<file path="config.mk">
export PLATFORM = sky130hd
export DESIGN_NAME = tcc_top
export DESIGN_NICKNAME = d
export VERILOG_FILES = /design/src/common/tcc_pkg.sv /design/src/core/tcc_edge_detect.sv /design/src/core/tcc_prescaler.sv /design/src/core/tcc_top.sv
export SDC_FILE = /design/constraint.sdc
export NUM_CORES = 1
export LEC_CHECK = 0
export BUFFER_PORTS_ARGS = -buffer_cell sky130_fd_sc_hd__buf_2
export CORE_MARGIN = 3
export CORE_UTILIZATION = 60
export DETAILED_ROUTE_END_ITERATION = 7
export GPL_TIMING_DRIVEN = 1
export HOLD_SLACK_MARGIN = 0.08
export PLACE_DENSITY = 0.83
export SLEW_MARGIN = 20
export SYNTH_ARGS = -nofsm -noshare
export SYNTH_HDL_FRONTEND = slang
export SYNTH_SLANG_ARGS = --single-unit
</file>
<file path="constraint.sdc">
create_clock -name pclk -period 5.14 [get_ports pclk]
set_input_delay 1.028 -clock pclk [delete_from_list [all_inputs] [get_ports pclk]]
set_output_delay 1.028 -clock pclk [all_outputs]
set_load 0.02 [all_outputs]
</file>
<file path="src/common/tcc_pkg.sv">
// Constants, field layout and mode codes of the timer capture/compare control block
package tcc_pkg;
	localparam int TCC_ADDR_W = 8;
	// Register byte addresses
	localparam logic [7:0] TCC_OFS_TMC = 8'h00;
	localparam logic [7:0] TCC_OFS_CRC = 8'h04;
	localparam logic [7:0] TCC_OFS_TOC = 8'h08;
	localparam logic [7:0] TCC_OFS_PRM = 8'h0c;
	localparam logic [7:0] TCC_OFS_CNT = 8'h10;
	localparam logic [7:0] TCC_OFS_CR0 = 8'h14;
	localparam logic [7:0] TCC_OFS_CR1 = 8'h18;
	// Reset values
	localparam logic [7:0] TCC_RST_8 = 8'h00;
	localparam logic [15:0] TCC_RST_16 = 16'h0000;
	// Timer mode control fields
	localparam int TCC_TMC_OVF = 0;
	localparam int TCC_TMC_OUTSEL = 1;
	localparam int TCC_TMC_MODE = 2;
	localparam logic [7:0] TCC_TMC_MASK = 8'h0f;
	// Capture/compare control fields
	localparam int TCC_CRC_CMP0 = 0;
	localparam int TCC_CRC_TRIG = 1;
	localparam int TCC_CRC_CMP1 = 2;
	localparam logic [7:0] TCC_CRC_MASK = 8'h07;
	// Output control fields
	localparam int TCC_TOC_OE = 0;
	localparam int TCC_TOC_INV0 = 1;
	localparam int TCC_TOC_RSTREQ = 2;
	localparam int TCC_TOC_SETREQ = 3;
	localparam int TCC_TOC_INV1 = 4;
	localparam int TCC_TOC_OSE = 5;
	localparam int TCC_TOC_OST = 6;
	// Prescaler mode fields
	localparam int TCC_PRM_CLK = 0;
	localparam int TCC_PRM_ES0 = 4;
	localparam int TCC_PRM_ES1 = 6;
	localparam logic [7:0] TCC_PRM_MASK = 8'hf3;
	// Edge select codes
	localparam logic [1:0] TCC_ES_FALL = 2'b00;
	localparam logic [1:0] TCC_ES_RISE = 2'b01;
	localparam logic [1:0] TCC_ES_BAD = 2'b10;
	localparam logic [1:0] TCC_ES_BOTH = 2'b11;
	localparam logic [15:0] TCC_CNT_MAX = 16'hffff;
	localparam int TCC_DIV_W = 9;
	typedef enum logic [1:0] {
		TCC_MODE_STOP = 2'b00,
		TCC_MODE_FREE = 2'b01,
		TCC_MODE_CLR_EDGE = 2'b10,
		TCC_MODE_CLR_MATCH = 2'b11
	} tcc_mode_t;
endpackage

</file>
<file path="src/core/tcc_edge_detect.sv">
// Valid edge detector for one timer input pin
module tcc_edge_detect
	import tcc_pkg::*;
(
	// Clock and reset
	input wire logic pclk,
	input wire logic presetn,
	// Pin and selection
	input wire logic pin,
	input wire logic [1:0] edge_select,
	input wire logic enable,
	// Edge pulses
	output logic valid_edge,
	output logic rise,
	output logic fall
);
	typedef struct packed {
		logic prev;
		logic seen_run;
	} tcc_ed_state_t;
	tcc_ed_state_t s, next_s;

	// Until the first enable the history stays low, so a high pin reads as a rise
	always_comb
	begin
		next_s = s;
		if (enable)
			next_s.seen_run = 1'b1;
		if (enable || s.seen_run)
			next_s.prev = pin;
	end

	always_ff @(posedge pclk or negedge presetn)
	begin
		if (!presetn)
			s <= '0;
		else
			s <= next_s;
	end

	assign rise = enable & pin & ~s.prev;
	assign fall = enable & ~pin & s.prev;

	always_comb
	begin
		case (edge_select)
			TCC_ES_FALL: valid_edge = fall;
			TCC_ES_RISE: valid_edge = rise;
			TCC_ES_BOTH: valid_edge = rise | fall;
			default: valid_edge = 1'b0;
		endcase
	end
endmodule

</file>
<file path="src/core/tcc_prescaler.sv">
// Count clock prescaler with per-instance divisor table
module tcc_prescaler
	import tcc_pkg::*;
#(
	parameter int INST = 0
)
(
	// Clock and reset
	input wire logic pclk,
	input wire logic presetn,
	// Selection
	input wire logic [1:0] clock_select,
	input wire logic input0_edge,
	// Count enable pulse
	output logic count_tick
);
	typedef struct packed {
		logic [TCC_DIV_W-1:0] div;
	} tcc_ps_state_t;
	tcc_ps_state_t s, next_s;

	// Returns log2 of the divisor; bit 4 marks the external edge source
	function automatic logic [4:0] tcc_div_code(input int inst, input logic [1:0] code);
		logic [4:0] r;
		r = {1'b1, 4'd0};
		case (inst)
			1: case (code)
				2'b00: r = 5'd0; // Prohibited undivided clock still counts
				2'b01: r = 5'd2;
				default: r = {1'b1, 4'd0};
			endcase
			3: case (code)
				2'b00: r = 5'd2;
				2'b01: r = 5'd4;
				2'b10: r = 5'd9;
				default: r = {1'b1, 4'd0};
			endcase
			5: case (code)
				2'b00: r = 5'd0;
				2'b01: r = 5'd2;
				2'b10: r = 5'd8;
				default: r = {1'b1, 4'd0};
			endcase
			default: case (code)
				2'b00: r = 5'd1;
				2'b01: r = 5'd2;
				2'b10: r = 5'd3;
				default: r = {1'b1, 4'd0};
			endcase
		endcase
		return r;
	endfunction

	logic [4:0] sel;
	logic [TCC_DIV_W-1:0] mask;

	always_comb
	begin
		next_s.div = s.div + 1'b1;
		sel = tcc_div_code(INST, clock_select);
		mask = TCC_DIV_W'((1 << sel[3:0]) - 1);
		if (sel[4])
			count_tick = input0_edge;
		else
			count_tick = (s.div & mask) == mask;
	end

	always_ff @(posedge pclk or negedge presetn)
	begin
		if (!presetn)
			s <= '0;
		else
			s <= next_s;
	end
endmodule

</file>
<file path="src/core/tcc_top.sv">
// Timer capture/compare control with APB register access, one timer instance
module tcc_top
	import tcc_pkg::*;
#(
	parameter int INST = 0
)
(
	// Clock and reset
	input wire logic pclk,
	input wire logic presetn,
	// APB slave
	input wire logic psel,
	input wire logic penable,
	input wire logic pwrite,
	input wire logic [tcc_pkg::TCC_ADDR_W-1:0] paddr,
	input wire logic [31:0] pwdata,
	output logic [31:0] prdata,
	output logic pready,
	output logic pslverr,
	// Timer pins
	input wire logic timer_input0,
	input wire logic timer_input1,
	output logic timer_output_pin
);
	import tcc_pkg::*;

	localparam bit HAS_ONESHOT = !(INST == 2 || INST == 3);
	localparam bit EDGE_ONESHOT = (INST >= 4);

	typedef struct packed {
		logic [3:0] timer_mode_control;
		logic [2:0] capture_compare_control;
		logic [7:0] timer_output_control;
		logic [7:0] prescaler_mode;
		logic [15:0] timer_counter;
		logic [15:0] capture_compare_reg0;
		logic [15:0] capture_compare_reg1;
		logic output_flipflop;
		logic oneshot_armed;
		logic pin;
		logic [31:0] rdata;
	} tcc_state_t;
	tcc_state_t s, next_s;

	// Address decode for the error answer; the read mux decodes the offsets itself
	function automatic logic tcc_mapped(input logic [TCC_ADDR_W-1:0] a);
		case (a)
			TCC_OFS_TMC, TCC_OFS_CRC, TCC_OFS_TOC, TCC_OFS_PRM,
			TCC_OFS_CNT, TCC_OFS_CR0, TCC_OFS_CR1: return 1'b1;
			default: return 1'b0;
		endcase
	endfunction

	logic running;
	tcc_mode_t mode;
	logic tick;
	logic ti0_valid, ti0_rise, ti0_fall;
	logic ti1_valid;
	logic ti0_inverse;
	logic cap0_trig;
	logic match0, match1;
	logic overflow_event;
	logic wr_access;
	logic wr_tmc, wr_crc, wr_toc, wr_prm, wr_cr0, wr_cr1;
	logic soft_trigger;
	logic oneshot_trigger;
	logic toggle;
	logic oneshot_mode;

	assign mode = tcc_mode_t'(s.timer_mode_control[TCC_TMC_MODE +: 2]);
	assign running = mode != TCC_MODE_STOP;

	tcc_edge_detect u_edge0 (
		.pclk(pclk),
		.presetn(presetn),
		.pin(timer_input0),
		.edge_select(s.prescaler_mode[TCC_PRM_ES0 +: 2]),
		.enable(running),
		.valid_edge(ti0_valid),
		.rise(ti0_rise),
		.fall(ti0_fall)
	);

	tcc_edge_detect u_edge1 (
		.pclk(pclk),
		.presetn(presetn),
		.pin(timer_input1),
		.edge_select(s.prescaler_mode[TCC_PRM_ES1 +: 2]),
		.enable(running),
		.valid_edge(ti1_valid),
		.rise(),
		.fall()
	);

	tcc_prescaler #(
		.INST(INST)
	) u_presc (
		.pclk(pclk),
		.presetn(presetn),
		.clock_select(s.prescaler_mode[TCC_PRM_CLK +: 2]),
		.input0_edge(ti0_valid),
		.count_tick(tick)
	);

	// Zero wait states: every access completes in its first access cycle
	assign pready = 1'b1;
	assign pslverr = psel & penable & ~tcc_mapped(paddr);
	assign prdata = s.rdata;
	assign timer_output_pin = s.pin;

	always_comb
	begin
		wr_access = psel & penable & pwrite;
		wr_tmc = wr_access & (paddr == TCC_OFS_TMC);
		wr_crc = wr_access & (paddr == TCC_OFS_CRC);
		wr_toc = wr_access & (paddr == TCC_OFS_TOC);
		wr_prm = wr_access & (paddr == TCC_OFS_PRM);
		wr_cr0 = wr_access & (paddr == TCC_OFS_CR0);
		wr_cr1 = wr_access & (paddr == TCC_OFS_CR1);
	end

	// Capture source for register 0: inverse phase of input 0 valid edge when TRIG is set, else input 1 valid edge
	always_comb
	begin
		case (s.prescaler_mode[TCC_PRM_ES0 +: 2])
			TCC_ES_FALL: ti0_inverse = ti0_rise;
			TCC_ES_RISE: ti0_inverse = ti0_fall;
			default: ti0_inverse = 1'b0; // Both edges: no capture
		endcase
		if (s.capture_compare_control[TCC_CRC_TRIG])
			cap0_trig = ti0_inverse;
		else
			cap0_trig = ti1_valid;
	end

	// Compare matches count only in compare mode and on a count clock
	always_comb
	begin
		match0 = running & tick & ~s.capture_compare_control[TCC_CRC_CMP0]
			& (s.timer_counter == s.capture_compare_reg0);
		match1 = running & tick & ~s.capture_compare_control[TCC_CRC_CMP1]
			& (s.timer_counter == s.capture_compare_reg1);
	end

	// Wrap detection; in clear-on-match mode only a top value of FFFFH wraps
	always_comb
	begin
		overflow_event = 1'b0;
		if (running && tick && s.timer_counter == TCC_CNT_MAX)
		begin
			if (mode == TCC_MODE_CLR_MATCH)
				overflow_event = s.capture_compare_reg0 == TCC_CNT_MAX;
			else
				overflow_event = 1'b1;
		end
	end

	always_comb
	begin
		oneshot_mode = HAS_ONESHOT & s.timer_output_control[TCC_TOC_OSE];
		soft_trigger = HAS_ONESHOT & wr_toc & pwdata[TCC_TOC_OST];
		oneshot_trigger = oneshot_mode & running
			& (soft_trigger | (EDGE_ONESHOT & ti0_valid));
		// Successive mode toggles freely; one-shot only while armed
		toggle = (s.timer_output_control[TCC_TOC_INV0] & match0)
			^ (s.timer_output_control[TCC_TOC_INV1] & match1);
		if (oneshot_mode && !s.oneshot_armed)
			toggle = 1'b0;
	end

	always_comb
	begin
		next_s = s;

		// Register writes
		if (wr_tmc)
			next_s.timer_mode_control = pwdata[3:0] & TCC_TMC_MASK[3:0];
		if (wr_crc)
			next_s.capture_compare_control = pwdata[2:0] & TCC_CRC_MASK[2:0];
		if (wr_toc)
		begin
			next_s.timer_output_control = 8'h00;
			next_s.timer_output_control[TCC_TOC_OE] = pwdata[TCC_TOC_OE];
			next_s.timer_output_control[TCC_TOC_INV0] = pwdata[TCC_TOC_INV0];
			next_s.timer_output_control[TCC_TOC_INV1] = pwdata[TCC_TOC_INV1];
			next_s.timer_output_control[TCC_TOC_OSE] =
				HAS_ONESHOT & pwdata[TCC_TOC_OSE];
		end
		if (wr_prm)
			next_s.prescaler_mode = pwdata[7:0] & TCC_PRM_MASK;
		if (wr_cr0)
			next_s.capture_compare_reg0 = pwdata[15:0];
		if (wr_cr1)
			next_s.capture_compare_reg1 = pwdata[15:0];

		// Counter
		if (!running)
			next_s.timer_counter = TCC_RST_16;
		else if (mode == TCC_MODE_CLR_EDGE && ti0_valid)
			next_s.timer_counter = TCC_RST_16;
		else if (oneshot_trigger)
			next_s.timer_counter = TCC_RST_16;
		else if (tick)
		begin
			if (mode == TCC_MODE_CLR_MATCH && match0)
				next_s.timer_counter = TCC_RST_16;
			else
				next_s.timer_counter = s.timer_counter + 16'h0001;
		end

		// Hardware set wins over a software clear in the same cycle
		if (overflow_event)
			next_s.timer_mode_control[TCC_TMC_OVF] = 1'b1;

		// Captures win over a bus write in the same cycle
		if (running && s.capture_compare_control[TCC_CRC_CMP0] && cap0_trig)
			next_s.capture_compare_reg0 = s.timer_counter;
		if (running && s.capture_compare_control[TCC_CRC_CMP1] && ti0_valid)
			next_s.capture_compare_reg1 = s.timer_counter;

		// One-shot arming: a trigger starts one pulse, compare 0 ends it
		if (!oneshot_mode || !running)
			next_s.oneshot_armed = 1'b0;
		else if (oneshot_trigger)
			next_s.oneshot_armed = 1'b1;
		else if (match0)
			next_s.oneshot_armed = 1'b0;

		// Output flip-flop; software forcing overrides a match toggle
		if (toggle)
			next_s.output_flipflop = ~s.output_flipflop;
		if (wr_toc)
		begin
			case ({pwdata[TCC_TOC_SETREQ], pwdata[TCC_TOC_RSTREQ]})
				2'b10: next_s.output_flipflop = 1'b1;
				2'b01: next_s.output_flipflop = 1'b0;
				default: ; // Both set is prohibited: left unchanged
			endcase
		end

		// Disabled output sits low
		next_s.pin = s.timer_output_control[TCC_TOC_OE] & s.output_flipflop;

		// Read data sampled in the setup cycle, presented in the access cycle
		if (psel && !penable && !pwrite)
		begin
			case (paddr)
				TCC_OFS_TMC: next_s.rdata = {28'h0000000, s.timer_mode_control};
				TCC_OFS_CRC: next_s.rdata = {29'h00000000, s.capture_compare_control};
				TCC_OFS_TOC: next_s.rdata = {24'h000000, s.timer_output_control};
				TCC_OFS_PRM: next_s.rdata = {24'h000000, s.prescaler_mode};
				TCC_OFS_CNT: next_s.rdata = {16'h0000, s.timer_counter};
				TCC_OFS_CR0: next_s.rdata = {16'h0000, s.capture_compare_reg0};
				TCC_OFS_CR1: next_s.rdata = {16'h0000, s.capture_compare_reg1};
				default: next_s.rdata = 32'h00000000;
			endcase
		end
	end

	always_ff @(posedge pclk or negedge presetn)
	begin
		if (!presetn)
		begin
			s <= '0;
			s.capture_compare_control <= TCC_RST_8[2:0];
			s.timer_output_control <= TCC_RST_8;
			s.prescaler_mode <= TCC_RST_8;
		end
		else
			s <= next_s;
	end
endmodule

</file>
==> results list <==
- Of the total power, registers draw 54.1%.
- between 80 and 90 I/O pins were placed.
- In the finished design, the share of the clock period the worst path needs comes to between 60% and 70%.
* Aggregate negative setup slack: 0 ns
* Post-synthesis sequential area ratio: 42.4%
- After the last flow step, the layout net total stands at 654.
- After layout, the worst setup slack is 1.92 ns.
- Hold buffer count at CTS: 0
- Prior to clock tree synthesis, the placed netlist has a worst setup slack of 1.64 ns.
- Based on the critical path, the design can be clocked at up to 0.310 GHz.
- The total overflow left after global routing is 0.
- EDFF count, synth: 0
- Global-route wire length before repair: about 21000 um
* Placeable Area: 8890 um^2
- Req. time, crit path: 5.37 ns
* Prevailing post-synth register cell: dfrtp_1
- Maximum count of clock buffers along a single path: 2
- Final HPWL DP: about 9600 um
- Net switching is 27.3% of the power.
- Before antenna repair, the detailed router went through 5 iterations.
* Post-layout minimum cycle time: approximately 3.2 ns
* Max-capacitance violation count: 0
* Final core occ: 65.7%
- Total cell area at the placement stage: 5640 um^2
* Die span in y: 103 um
- Setup repair after global routing missed its margin: false
* Number of warning messages in the yosys log: 0
* Clock Power Share: approximately 33%
* Cell internal power dissipation: 1.09 mW
- H-tree depth: 3
* Power per unit of standard cell area: 256 nW/um^2
* Post-Synthesis Mean Instance Area: between 9 and 10 um^2
- Synthesis-to-finish area growth: 4.29%
* Setup crit end kind: register
- CTS resizes: 0
- For this run, design rule violations remaining after detail routing come to 0.
- The worst setup path is launched from an input pin.
- Of all nets on the critical path, the largest fanout is 16.
- Routed via count: roughly 4500
- Max-slew violation total from the final report: 0
- Entering global routing, the biggest net connects between 50 and 60 pins.
* Detailed router's first-iteration violation count: 344
* Leakage power: 2.71 nW
- The number of hold-slack violations in the final timing report came to 0.
- The via count of the first global-routing pass is 4260.
- For this run, the number of standard cells in the final layout without fillers is 712.
- The number of antenna violations at the first check in global routing is 0.
- In this run the core area contains 34 standard-cell rows.
* Proportion of synthesized flip-flops having asynchronous set or reset: 100%
- Postcts setup bufs: 0
* Routability Congestion: 0.977
* Worst min-delay path class: register to register
- The worst setup path is of the input pin to register kind.
- TritonCTS built the clock tree.
* Share of cells above drive strength 1: 16.2%
- After detailed routing, the average wire length per cell comes to 18.8 um.
* Final Setup Violations: 0
- Combinational cells account for 12.5% of the total power.
* Worst clock skew: 0.0108 ns
- Counting every sink on the clock net gives 95.
- The number of clock buffers added by TritonCTS is 9.
- The initial utilization of the core area, before any placement, comes to 63.0%.
* Number of flip-flops and latches in the synthesized netlist: 95
- Leaving out fill and tap cells, the most frequent cell in the layout is dfrtp_1.
- Summing every instance area after synthesis gives 5600 um^2.
* Arrival time of the worst setup path: roughly 3.5 ns
* Unique masters post-synth: between 50 and 60
* Final ANT Viol Nets: 0
- The later pin in the worst-skew pair is clocked with a latency of 0.36 ns.
- Full die area: 10500 um^2
- Worst-Margin Slew: 1.09 ns
* Final standard cell area without fillers: 5840 um^2
- Switching power of the nets: 409 uW
* Result of the run: finished, final reports clean
* Leading cell types in the layout, fill and taps excluded: dfrtp_1, nand2_1, buf_2, nor2_1
- Routed via count divided by cell count: 6.29
- For this block, the routed nets add up to 13400 um of wire.
- IR analysis of the VDD net gives a maximum drop of between 0.1 and 0.15 mV.
- The repair_antennas step left the layout with diodes totalling 0.
* Die boundary width: 103 um
* Number of standard cells after synthesis: 597
- Clock transition at the register clock pins on the worst setup and hold paths after CTS: 0.09 ns
- Input/output buffers: 48
- The number of placed instances, taps included, is 696.
* CTS root buffer: clkbuf_8
- Total Routing Usage GR: 26.1%
* Headroom to the max-slew limit: 27.3%
-- cells in the mapped netlist (all sizes together), types with 7 or more instances --
| cell | number | area, um^2 |
|---|---|---|
| buf | 41 | 293 |
| mux2i | 37 | 370 |
| xor2 | 14 | 123 |
| nand4 | 18 | 113 |
| ha | 8 | 100 |
| and3 | 10 | 62.6 |
| nand2 | 71 | 277 |
| inv | 8 | 30.0 |
| a21oi | 18 | 90.1 |
| dfrtp | 95 | 2380 |
| a31oi | 16 | 100 |
| xnor2 | 37 | 324 |
| nor3 | 9 | 66.3 |
| o21ai | 40 | 200 |
| nor2 | 41 | 156 |
| a22oi | 7 | 52.6 |
| nand3 | 20 | 100 |
| clkbuf | 34 | 128 |
| mux2 | 18 | 203 |
-- critical path: stages --
cell,delay [ns]
buf_2,0.10
or4_4,0.54
nor3_2,0.29
and3_1,0.59
nand2_2,0.50
mux2i_1,0.29
o21ai_0,0.11
-- final cells by class --
cell class / instances / area [um^2]
Fill cell: 684 / 3050
Sequential cell: 95 / 2380
Clock buffer: 11 / 141
Timing Repair Buffer: 51 / 265
Clock inverter: 5 / 57.6
Inverter: 8 / 30.0
Multi-Input combinational cell: 434 / 2830
Tap cell: 108 / 135
-- worst paths after layout --
| kind | depth (start not counted) | slack [ns] | start | endpoint |
|---|---|---|---|---|
| setup / recovery | 7 | 1.92 | paddr[1] | s[35] |
| min in group asynchronous | 1 | 0.63 | presetn | u_edge1.s[1] |
| setup reg to reg | 6 | 2.29 | s[70] | s[67] |
| hold reg to reg | 1 | 0.48 | u_presc.s[7] | u_presc.s[7] |
| max in group asynchronous | 2 | 3.45 | presetn | s[68] |
| hold / removal | 1 | 0.48 | u_presc.s[7] | u_presc.s[7] |
-- through the flow --
stage,hold WS [ns],power [mW]
floorplan,0.437,0.969
global placement,0.463,1.00
detailed placement,0.466,1.01
CTS,0.480,1.50
global route,0.504,1.55
finish,0.478,1.49
-- power by group through the flow --
stage / clock network [mW] / registers [mW] / logic, mW
5_1_grt: 0.534 / 0.813 / 0.207
2_1_floorplan: 0 / 0.816 / 0.153
3_5_place_dp: 0 / 0.823 / 0.186
6_report: 0.500 / 0.808 / 0.187
4_1_cts: 0.505 / 0.807 / 0.188
3_3_place_gp: 0 / 0.820 / 0.180
-- routing by layer --
| metal | wire length [um] | vias to the layer above | global-route usage, % | part of all wire [%] |
|---|---|---|---|---|
| met2 | 6340 | 226 | 43.1 | 47 |
| met5 | 0 | - | 0 | 0 |
| met4 | 501 | 0 | 9.99 | 3.7 |
| met3 | 1040 | 42 | 4.60 | 7.8 |
| li1 | - | 2038 | - | - |
| met1 | 5500 | 2174 | 34.4 | 41 |
-- flip-flops by register name, summed over array words and instances (netlist names) --
name / cells
mode: 2
oneshot_mode: 1
prdata: 16
s: 64
timer_output_pin: 1
u_edge0.s: 2
u_edge1.s: 1
u_presc.s: 8
-- cells by family (layout without fill, tap and decap cells) --
| family | after synthesis | in the layout | share of synthesized area [%] |
|---|---|---|---|
| buffers and inverters | 83 | 75 | 8.04 |
| adder cells (fa/ha/maj) | 8 | 8 | 1.79 |
| AO/OA/AOI/OAI | 100 | 100 | 10.8 |
| multiplexers | 56 | 56 | 10.6 |
| other | 2 | 17 | 0.134 |
| flip-flops | 95 | 95 | 42.4 |
| AND/OR/NAND/NOR | 202 | 202 | 18.2 |
| XOR/XNOR | 51 | 51 | 7.98 |
Note: power is estimated with default switching activity, not from simulation.
